<file path="src/gsr_pkg.sv">
// Constants and types shared by the status reporting logic
package gsr_pkg;

    ////////////////////////////////////////////////////////////////////////////////
    // Decoded remote commands
    typedef enum logic [3:0] {
        GSR_CMD_WAI,
        GSR_CMD_ESE_SET,
        GSR_CMD_ESE_QRY,
        GSR_CMD_OPC,
        GSR_CMD_SRE_SET,
        GSR_CMD_SRE_QRY,
        GSR_CMD_STB_QRY,
        GSR_CMD_TST_QRY,
        GSR_CMD_MCE_SET,
        GSR_CMD_MCE_QRY,
        GSR_CMD_ESR_QRY
    } gsr_cmd_e;

    ////////////////////////////////////////////////////////////////////////////////
    // Event status register bit positions
    localparam int unsigned ESR_OPC_BIT = 0;
    localparam int unsigned ESR_QUERY_ERR_BIT = 3;
    localparam int unsigned ESR_EXEC_ERR_BIT = 4;
    localparam int unsigned ESR_CMD_ERR_BIT = 5;
    localparam int unsigned ESR_POWER_ON_BIT = 7;

    ////////////////////////////////////////////////////////////////////////////////
    // Status byte bit positions
    localparam int unsigned STB_MEAS_BIT = 0;
    localparam int unsigned STB_RSP_BIT = 4;
    localparam int unsigned STB_EVENT_BIT = 5;
    localparam int unsigned STB_MSS_BIT = 6;

    ////////////////////////////////////////////////////////////////////////////////
    // Reset values and fixed answers
    localparam logic [7:0] ESE_RST = 8'h00;
    localparam logic [7:0] SRE_RST = 8'h00;
    localparam logic [7:0] MCE_RST = 8'h00;
    localparam logic [7:0] ESR_RST = 8'h80;
    localparam logic [7:0] STB_RST = 8'h00;
    localparam logic [7:0] RSP_RST = 8'h00;
    localparam logic [7:0] SELF_TEST_RESULT = 8'h00;

endpackage

</file>
<file path="src/gsr_event_latch.sv">
// Sticky event register, set wins over clear-on-read
`timescale 1ns/1ps
`default_nettype none

module gsr_event_latch
    import gsr_pkg::*;
#(
    parameter logic [7:0] RST_VAL = 8'h00
)
(
    // Clock and reset
    input wire logic clk_sys_in,
    input wire logic sys_rst_in,
    // Set and clear
    input wire logic [7:0] set_in,
    input wire logic clr_in,
    // Contents
    output logic [7:0] bits_out
);

    ////////////////////////////////////////////////////////////////////////////////
    // Next value per bit, set wins over clear
    logic [7:0] bits_nxt;
    genvar i;
    generate
        for (i = 0; i < 8; i = i + 1)
        begin : g_bit
            assign bits_nxt[i] = set_in[i] || (bits_out[i] && !clr_in);
        end
    endgenerate

    ////////////////////////////////////////////////////////////////////////////////
    // One register for all bits
    always_ff @(posedge clk_sys_in)
    begin
        if (sys_rst_in)
            bits_out <= RST_VAL;
        else
            bits_out <= bits_nxt;
    end

endmodule

`default_nettype wire

</file>
<file path="src/gsr_status_core.sv">
// Status reporting and service request logic of the remote interface
//
// Behaviour
// - Common commands here act only when they arrive over the GPIB interface.
// - Wait command is valid, does nothing, raises no error.
// - Event enable mask write stores any value 0 to 255.
// - Status byte bit 5 set when any enabled event bit is set.
// - Event enable query returns the mask unchanged.
// - Operation complete command sets event register bit 0.
// - Service enable mask write stores 0 to 255; bits 0,4,5 enable requests.
// - Service enable query returns the mask.
// - Status byte bit 0 set when any enabled measurement condition is set.
// - Status byte bit 4 set while a response waits to be read.
// - Status byte bit 6 carries the master summary status.
// - Status byte query returns bits 0, 4, 5 and 6.
// - Self-test query always answers 0 and does nothing else.
// - Measurement enable mask selects conditions that set status byte bit 0.
// - Measurement enable query returns the mask.
// - Event register read returns contents then clears all bits except those set in the same cycle.
// - Event bit 7 set at power-on and on interface enable.
`timescale 1ns/1ps
`default_nettype none

module gsr_status_core
    import gsr_pkg::*;
(
    // Clock and reset
    input wire logic clk_sys_in,
    input wire logic sys_rst_in,
    // Decoded command
    input wire logic cmd_valid_in,
    input wire gsr_cmd_e cmd_code_in,
    input wire logic [7:0] cmd_arg_in,
    input wire logic cmd_from_gpib_in,
    // Device events and conditions
    input wire logic query_err_in,
    input wire logic exec_err_in,
    input wire logic cmd_err_in,
    input wire logic [7:0] measurement_condition_register_in,
    input wire logic rsp_waiting_in,
    input wire logic gpib_enabled_in,
    // Command answers
    output logic rsp_valid_out,
    output logic [7:0] rsp_data_out,
    output logic cmd_reject_out,
    // Status
    output logic [7:0] status_byte_out,
    output logic srq_out
);

    ////////////////////////////////////////////////////////////////////////////////
    // Command classification
    function automatic logic is_query(input gsr_cmd_e code);
        is_query = (code == GSR_CMD_ESE_QRY) || (code == GSR_CMD_SRE_QRY) ||
                   (code == GSR_CMD_STB_QRY) || (code == GSR_CMD_TST_QRY) ||
                   (code == GSR_CMD_MCE_QRY) || (code == GSR_CMD_ESR_QRY);
    endfunction

    function automatic logic is_known(input gsr_cmd_e code);
        is_known = is_query(code) || (code == GSR_CMD_WAI) ||
                   (code == GSR_CMD_ESE_SET) || (code == GSR_CMD_OPC) ||
                   (code == GSR_CMD_SRE_SET) || (code == GSR_CMD_MCE_SET);
    endfunction

    ////////////////////////////////////////////////////////////////////////////////
    // Registers and wires
    logic [7:0] event_status_enable_mask_r;
    logic [7:0] event_status_enable_mask_nxt;
    logic [7:0] service_request_enable_mask_r;
    logic [7:0] service_request_enable_mask_nxt;
    logic [7:0] measurement_condition_enable_r;
    logic [7:0] measurement_condition_enable_nxt;
    logic gpib_enabled_d_r;
    logic [7:0] event_status_register;
    logic [7:0] esr_set;
    logic esr_clr;
    logic cmd_take;
    logic cmd_ok;
    logic gpib_rise;
    logic [7:0] status_byte_nxt;
    logic master_summary_status;
    logic [7:0] sre_used;
    logic [7:0] rsp_data_nxt;
    logic rsp_valid_nxt;
    logic cmd_reject_nxt;

    ////////////////////////////////////////////////////////////////////////////////
    // Command acceptance
    assign cmd_take = cmd_valid_in && cmd_from_gpib_in;
    assign cmd_ok = cmd_take && is_known(cmd_code_in);
    assign cmd_reject_nxt = cmd_valid_in && !cmd_ok;
    assign rsp_valid_nxt = cmd_ok && is_query(cmd_code_in);

    ////////////////////////////////////////////////////////////////////////////////
    // Enable masks
    assign event_status_enable_mask_nxt =
        (cmd_ok && cmd_code_in == GSR_CMD_ESE_SET) ? cmd_arg_in
                                                    : event_status_enable_mask_r;
    assign service_request_enable_mask_nxt =
        (cmd_ok && cmd_code_in == GSR_CMD_SRE_SET) ? cmd_arg_in
                                                    : service_request_enable_mask_r;
    assign measurement_condition_enable_nxt =
        (cmd_ok && cmd_code_in == GSR_CMD_MCE_SET) ? cmd_arg_in
                                                    : measurement_condition_enable_r;

    always_ff @(posedge clk_sys_in)
    begin
        if (sys_rst_in)
        begin
            event_status_enable_mask_r <= ESE_RST;
            service_request_enable_mask_r <= SRE_RST;
            measurement_condition_enable_r <= MCE_RST;
            gpib_enabled_d_r <= 1'b0;
        end
        else
        begin
            event_status_enable_mask_r <= event_status_enable_mask_nxt;
            service_request_enable_mask_r <= service_request_enable_mask_nxt;
            measurement_condition_enable_r <= measurement_condition_enable_nxt;
            gpib_enabled_d_r <= gpib_enabled_in;
        end
    end

    ////////////////////////////////////////////////////////////////////////////////
    // Event status register
    assign gpib_rise = gpib_enabled_in && !gpib_enabled_d_r;
    assign esr_set[ESR_OPC_BIT] = cmd_ok && (cmd_code_in == GSR_CMD_OPC);
    assign esr_set[1] = 1'b0;
    assign esr_set[2] = 1'b0;
    assign esr_set[ESR_QUERY_ERR_BIT] = query_err_in;
    assign esr_set[ESR_EXEC_ERR_BIT] = exec_err_in;
    assign esr_set[ESR_CMD_ERR_BIT] = cmd_err_in;
    assign esr_set[6] = 1'b0;
    assign esr_set[ESR_POWER_ON_BIT] = gpib_rise;
    assign esr_clr = cmd_ok && (cmd_code_in == GSR_CMD_ESR_QRY);

    gsr_event_latch #(
        .RST_VAL(ESR_RST)
    ) u_esr (
        .clk_sys_in(clk_sys_in),
        .sys_rst_in(sys_rst_in),
        .set_in(esr_set),
        .clr_in(esr_clr),
        .bits_out(event_status_register)
    );

    ////////////////////////////////////////////////////////////////////////////////
    // Status byte and service request
    assign status_byte_nxt[STB_MEAS_BIT] =
        |(measurement_condition_register_in & measurement_condition_enable_r);
    assign status_byte_nxt[3:1] = 3'h0;
    assign status_byte_nxt[STB_RSP_BIT] = rsp_waiting_in;
    assign status_byte_nxt[STB_EVENT_BIT] =
        |(event_status_register & event_status_enable_mask_r);
    assign status_byte_nxt[STB_MSS_BIT] = master_summary_status;
    assign status_byte_nxt[7] = 1'b0;
    assign sre_used = service_request_enable_mask_r & 8'h31;
    assign master_summary_status =
        |({2'h0, status_byte_nxt[STB_EVENT_BIT], status_byte_nxt[STB_RSP_BIT],
           3'h0, status_byte_nxt[STB_MEAS_BIT]} & sre_used);

    always_ff @(posedge clk_sys_in)
    begin
        if (sys_rst_in)
        begin
            status_byte_out <= STB_RST;
            srq_out <= 1'b0;
        end
        else
        begin
            status_byte_out <= status_byte_nxt;
            srq_out <= master_summary_status;
        end
    end

    ////////////////////////////////////////////////////////////////////////////////
    // Query answers
    assign rsp_data_nxt =
        (cmd_code_in == GSR_CMD_ESE_QRY) ? event_status_enable_mask_r :
        (cmd_code_in == GSR_CMD_SRE_QRY) ? service_request_enable_mask_r :
        (cmd_code_in == GSR_CMD_MCE_QRY) ? measurement_condition_enable_r :
        (cmd_code_in == GSR_CMD_STB_QRY) ? status_byte_out :
        (cmd_code_in == GSR_CMD_ESR_QRY) ? event_status_register :
        SELF_TEST_RESULT;

    always_ff @(posedge clk_sys_in)
    begin
        if (sys_rst_in)
        begin
            rsp_valid_out <= 1'b0;
            rsp_data_out <= RSP_RST;
            cmd_reject_out <= 1'b0;
        end
        else
        begin
            rsp_valid_out <= rsp_valid_nxt;
            cmd_reject_out <= cmd_reject_nxt;
            if (rsp_valid_nxt)
                rsp_data_out <= rsp_data_nxt;
        end
    end
endmodule

`default_nettype wire
</file>
<file path="config.mk">
export PLATFORM = sky130hd
export DESIGN_NAME = gsr_status_core
export DESIGN_NICKNAME = d
export VERILOG_FILES = /design/src/gsr_pkg.sv /design/src/gsr_event_latch.sv /design/src/gsr_status_core.sv
export SDC_FILE = /design/constraint.sdc
export NUM_CORES = 1
export LEC_CHECK = 0
export BUFFER_PORTS_ARGS = -buffer_cell sky130_fd_sc_hd__clkbuf_2
export CORE_MARGIN = 2
export CORE_UTILIZATION = 39
export CTS_CLUSTER_DIAMETER = 80
export CTS_CLUSTER_SIZE = 25
export DETAILED_ROUTE_END_ITERATION = 12
export PLACE_DENSITY = 0.68
export SLEW_MARGIN = 20
export SYNTH_ARGS = -nofsm -noshare
export SYNTH_HDL_FRONTEND = slang
export SYNTH_SLANG_ARGS = --single-unit
export TNS_END_PERCENT = 50
</file>
<file path="constraint.sdc">
create_clock -name clk_sys_in -period 1.4 [get_ports clk_sys_in]
set_clock_uncertainty 0.05 [all_clocks]
set_input_delay 0 -clock clk_sys_in [delete_from_list [all_inputs] [get_ports clk_sys_in]]
set_output_delay 0 -clock clk_sys_in [all_outputs]
set_load 0.005 [all_outputs]
</file>
# Word-level counts from Yosys, hierarchy flattened

Index checks and enable logic that the tools add are counted.

Flip-flop bits (word level): 52
Logic and storage cells: 69
Bits of input ports: 29

Reduce and logical (&&, ||, !) cells: 40
Bitwise gates (word level): 3
Mux-type cells: 5
Equality and inequality tests: 10

Operators with widths:

| cell                                                            | number |
|---|---|
| 8-bit 2-to-1 mux                                                | 5 |
| 8-bit OR reduction                                              | 3 |
| 1-bit logical AND                                               | 18 |
| 8-bit bitwise AND                                               | 2 |
| 4-bit by 3-bit == test with 1-bit output, second input constant | 4 |
| 1-bit logical OR                                                | 15 |
| 4-bit == test, second input constant                            | 3 |
| 4-bit by 2-bit == test with 1-bit output, second input constant | 2 |
| 6-bit bitwise AND                                               | 1 |
| 4-bit by 1-bit == test with 1-bit output, second input constant | 1 |
| 4-bit logical NOT                                               | 1 |
| 1-bit logical NOT                                               | 3 |

# Depth between registers and ports, before layout

Word-level depth: 16
Depth in mapped cells: 7
Mapped depth without buffers: 5

# By module

From an unflattened synthesis, not the netlist that was laid out.

Cells, all modules: 246
Area total of the unflattened synthesis: 2205.9 um^2

Modules (own cells, without submodules):

| module          | instances | cells each | seq. area each (um^2) | area each (um^2) |
|---|---|---|---|---|
| gsr_status_core | 1         | 213        | 780.7                 | 1908.1 |
| gsr_event_latch | 1         | 33         | 160.2                 | 297.8 |

# Worst setup path before layout

OpenSTA, ideal clock, no wires.

Path type: input to register
From: in cmd_code_in[1]
To: reg measurement_condition_enable_r[5]
Arrival time: 1125 ps
Path buffers: 2
Setup slack: 97 ps
Cell stages on the path: 6
Path through: buf_6 or2_0 buf_2 nor3_4 mux2i_1 nor2_1

Word-level cells in the longest chain between the ends: 13
Elaborated cells between the ends (all ways): 23

RTL lines:

| what                                                                                                        | RTL line               | RTL |
|---|---|---|
| start, declared                                                                                             | gsr_status_core.sv:32  | `input wire gsr_cmd_e cmd_code_in,` |
| 4-bit by 2-bit == test with 1-bit output / 4-bit by 3-bit == test with 1-bit output (equally long branches) | gsr_status_core.sv:54  | `is_query = (code == GSR_CMD_ESE_QRY) \|\| (code == GSR_CMD_SRE_QRY) \|\|` |
| 1-bit logical OR (2 in a row)                                                                               | gsr_status_core.sv:54  |  |
| 1-bit logical OR (2 in a row)                                                                               | gsr_status_core.sv:55  | `(code == GSR_CMD_STB_QRY) \|\| (code == GSR_CMD_TST_QRY) \|\|` |
| 1-bit logical OR                                                                                            | gsr_status_core.sv:56  | `(code == GSR_CMD_MCE_QRY) \|\| (code == GSR_CMD_ESR_QRY);` |
| 1-bit logical OR (2 in a row)                                                                               | gsr_status_core.sv:60  | `is_known = is_query(code) \|\| (code == GSR_CMD_WAI) \|\|` |
| 1-bit logical OR (2 in a row)                                                                               | gsr_status_core.sv:61  | `(code == GSR_CMD_ESE_SET) \|\| (code == GSR_CMD_OPC) \|\|` |
| 1-bit logical OR                                                                                            | gsr_status_core.sv:62  | `(code == GSR_CMD_SRE_SET) \|\| (code == GSR_CMD_MCE_SET);` |
| 1-bit logical AND                                                                                           | gsr_status_core.sv:90  | `assign cmd_ok = cmd_take && is_known(cmd_code_in);` |
| 1-bit logical AND *                                                                                         | gsr_status_core.sv:103 | `(cmd_ok && cmd_code_in == GSR_CMD_MCE_SET) ? cmd_arg_in` |
| end signal, assigned                                                                                        | gsr_status_core.sv:119 | `measurement_condition_enable_r <= measurement_condition_enable_nxt;` |
| end, declared                                                                                               | gsr_status_core.sv:71  | `logic [7:0] measurement_condition_enable_r;` |

Mark *: on every way between the ends. The rest lies on a longest branch, timed or not.
A chain may end at the register's enable or synchronous reset.

# Final worst setup path

From: in cmd_valid_in
To: reg rsp_data_out[7]

Word-level cells in the longest chain between the ends: 3

RTL lines:

| what                 | RTL line               | RTL |
|---|---|---|
| start, declared      | gsr_status_core.sv:31  | `input wire logic cmd_valid_in,` |
| 1-bit logical AND    | gsr_status_core.sv:89  | `assign cmd_take = cmd_valid_in && cmd_from_gpib_in;` |
| 1-bit logical AND    | gsr_status_core.sv:90  |  |
| 1-bit logical AND    | gsr_status_core.sv:92  | `assign rsp_valid_nxt = cmd_ok && is_query(cmd_code_in);` |
| end signal, assigned | gsr_status_core.sv:199 | `rsp_data_out <= rsp_data_nxt;` |
| end, declared        | gsr_status_core.sv:44  | `output logic [7:0] rsp_data_out,` |

No other way between the ends.

==> flow_metrics.tcl <==
set metrics [dict create \
    p_per_area_nw_per_um2 920 \
    min_period_ns 1.30 \
    rsz0062_at_grt "no" \
    area_delta_synth_final_pct 30.1 \
    ys_ff_latch 47 \
    cts-htree-levels 2 \
    grt_overflow 0 \
    clock_latency_ns 0.30 \
    grt_pass1_vias 1857 \
    avgRoutedWirePerCell_um 14.8 \
    syn_area_sq_um 2080 \
    start_kind "input port" \
    muxShareOfSynthArea_pct 7.70 \
    ant_nets 0 \
    critPathMaxFanout 4 \
    hold_path_class "input port to flip-flop" \
    drt_wl_total_mm 5.54 \
    fin_crit_sh_pct 92.8 \
    cpMaxStageDelayCell "dlygate4sd3_1" \
    nFillCells 524 \
    grtUsageTotal_pct 19.2 \
    max-cap-violations 0 \
    die-height_um 77.0 \
    layoutNonFillerInstCount 375 \
    io_pins 48 \
    peakVddDrop_uv 653 \
    die_area_sq_um 5940 \
    dr.pass1.iters 4 \
    outcome "finished clean" \
    fp-row-count 26 \
    core_area_sq_um 5140 \
    multi_input_area_sq_um 1050 \
    leakage_uw 0.00110 \
    grt_antenna_before_repair 0 \
    nNetsFinal 333 \
    crit_path_max_incr_delay_ns 0.52 \
    vias 1961 \
    achievable-frequency_mhz 770 \
    hold_viol_final 0 \
    worstPathArrival_ns 1.47 \
    worst-path-buf-inv 3 \
    postCtsSetupBuffers 0 \
    cts.clk_slew.worst_paths_ns 0.09 \
    vias_per_cell 5.23 \
    clkSinkCount 47 \
    cts_buffers 5 \
    cts_tree "done" \
    avgSynthCellArea_sq_um 8.85 \
    io_buffers 43 \
    crit_chain "dlygate4sd3_1 -> clkbuf_2 -> and2_1 -> o2111a_1 -> buf_4 -> nor2_1 -> nor3_1" \
    hpwl_mm 4.08 \
    grt_max_degree 26 \
    ys.warnings.count 0 \
    regArea_sq_um 941 \
    crit_type "input port to flip-flop" \
    synth_fa_ha_area_share_pct 0 \
    cts_resized 0 \
    synth_top_family_by_area "compound AO/OA/AOI/OAI gates" \
    clockBufferDepth 2 \
    yosysSeqAreaShare_pct 45.2 \
    drive_gt1_share_pct 23.0 \
    final-setup-viol-count 0 \
    report.final.slew_viol_count 0 \
    worstPathRequired_ns 1.57 \
    synth-compound-area-share_pct 22.6 \
    cts_hold_buf 15 \
    dieWidth_um 77.0 \
    layout_commonest_cell "dfxtp_1" \
    power_uw 2490 \
    utilization_pct 52.7 \
    cts_root_buf "clkbuf_8" \
    path_delay_family "buffers and inverters" \
    cp-end-kind "flip-flop" \
    initial_core_util_pct 40.5 \
    timing.setup.tns_ns 0 \
    synthXorXnorAreaFrac_pct 0 \
    grt_pass1_wl_mm 9.00 \
    gp_congestion 0.904 \
    dp_cells 352 \
    syn-instance-count 235 \
    synth_cell_types 40 \
    drt_iter0_drc 224 \
    final_cell_mix "47 x dfxtp_1, 43 x clkbuf_2, 32 x nor2_1, 20 x a21oi_1" \
    drc 0 \
    yosys.area_share.simple_pct 19.7 \
    antenna_cells 0 \
]
==> registers in the layout, summed over array words and instances (netlist names) <==
signal                          cells
service_request_enable_mask_r       8
status_byte_out                     4
event_status_enable_mask_r          8
measurement_condition_enable_r      8
cmd_reject_out                      1
gpib_enabled_d_r                    1
rsp_valid_out                       1
rsp_data_out                        8
u_esr.bits_out                      8
==> cells by family (layout without fill, tap and decap cells) <==
logic type / after synthesis / count (layout)
DFF: 47 / 47
muxes: 16 / 16
and+or+nand+nor: 84 / 84
other: 1 / 4
AOI/OAI and AO/OA: 69 / 69
buffers and inverters: 18 / 85
==> layer usage <==
layer  GRT usage, %  part of all wire (%)  vias up
met1           24.3                    44      901
met3           5.06                   7.0        8
met5              0                     0        -
met2           31.3                    47       70
met4           6.96                   1.3        0
li1               -                     -      982
==> worst min-delay path, delay by kind of cell <==
| kind | cells | cell delay (ns) |
|---|---|---|
| simple gates | 1 | 0.07 |
| buf+inv | 1 | 0.16 |
| compound gates | 1 | 0.11 |
==> through the flow <==
stage          cell area (sq um)  worst slack, ns  hold WS (ns)
2_1_floorplan               2090           0.0970        0.0674
3_3_place_gp                2470           0.0880         0.156
3_5_place_dp                2470           0.0570         0.171
4_1_cts                     2710            0.116        0.0143
5_1_grt                     2710         0.000209        0.0399
6_report                    2710            0.101        0.0201
==> where the power goes <==
| part | internal, uW | leakage, uW | total [uW] | switching, uW |
|---|---|---|---|---|
| sequential | 1360 | 0.000381 | 1380 | 17.2 |
| combinational | 145 | 0.000681 | 305 | 160 |
| clock | 350 | 0.0000412 | 805 | 455 |
==> cells in the mapped netlist <==
master      n  area (sq um)
dfxtp_1    47           941
nor2_1     32           120
a21oi_1    20           100
a22oi_1    17           128
nand2_1    17          63.8
mux2i_1    16           160
nand3_1     9          45.0
clkbuf_1    8          30.0
o22ai_1     7          43.8
nor2b_1     6          37.5
buf_4       5          37.5
o21ai_0     5          25.0
and2_1      4          25.0
nor3_1      4          20.0
o22a_1      4          35.0
a21boi_0    3          22.5
nand2b_1    3          18.8
o211ai_1    3          22.5
and3b_1     2          17.5
buf_2       2          10.0
inv_1       2          7.51
a221o_1     1          10.0
a31oi_1     1          6.26
a32oi_1     1          8.76
a41oi_1     1          8.76
and2b_1     1          7.51
buf_6       1          11.3
conb_1      1          3.75
nand3b_1    1          7.51
nand4_1     1          6.26
nor3_2      1          10.0
nor3_4      1          16.3
nor3b_1     1          7.51
o2111a_1    1          11.3
o2111ai_2   1          15.0
o21a_1      1          7.51
o2bb2ai_1   1          8.76
o32ai_1     1          8.76
o41ai_1     1          8.76
or2_0       1          6.26
==> final cells by class <==
cell class                 instances  area share, %
inverter                           2          0.277
clock inverter                     2          0.462
clock buffer                       6           2.68
tap                               70           3.24
sequential                        47           34.8
multi-input combinational        173           39.0
timing repair buffer              75           19.6
==> worst paths after layout <==
check                                        start           endpoint  slack, ns  cells past startpoint
worst min register to register     rsp_data_out[0]    rsp_data_out[0]       0.40                      2
worst min-delay path                cmd_code_in[1]  u_esr.bits_out[0]       0.02                      3
worst max-delay path                  cmd_valid_in    rsp_data_out[7]       0.10                      7
worst max register to register  status_byte_out[6]    rsp_data_out[6]       0.22                      4
Power figures use the tool's default switching activity.
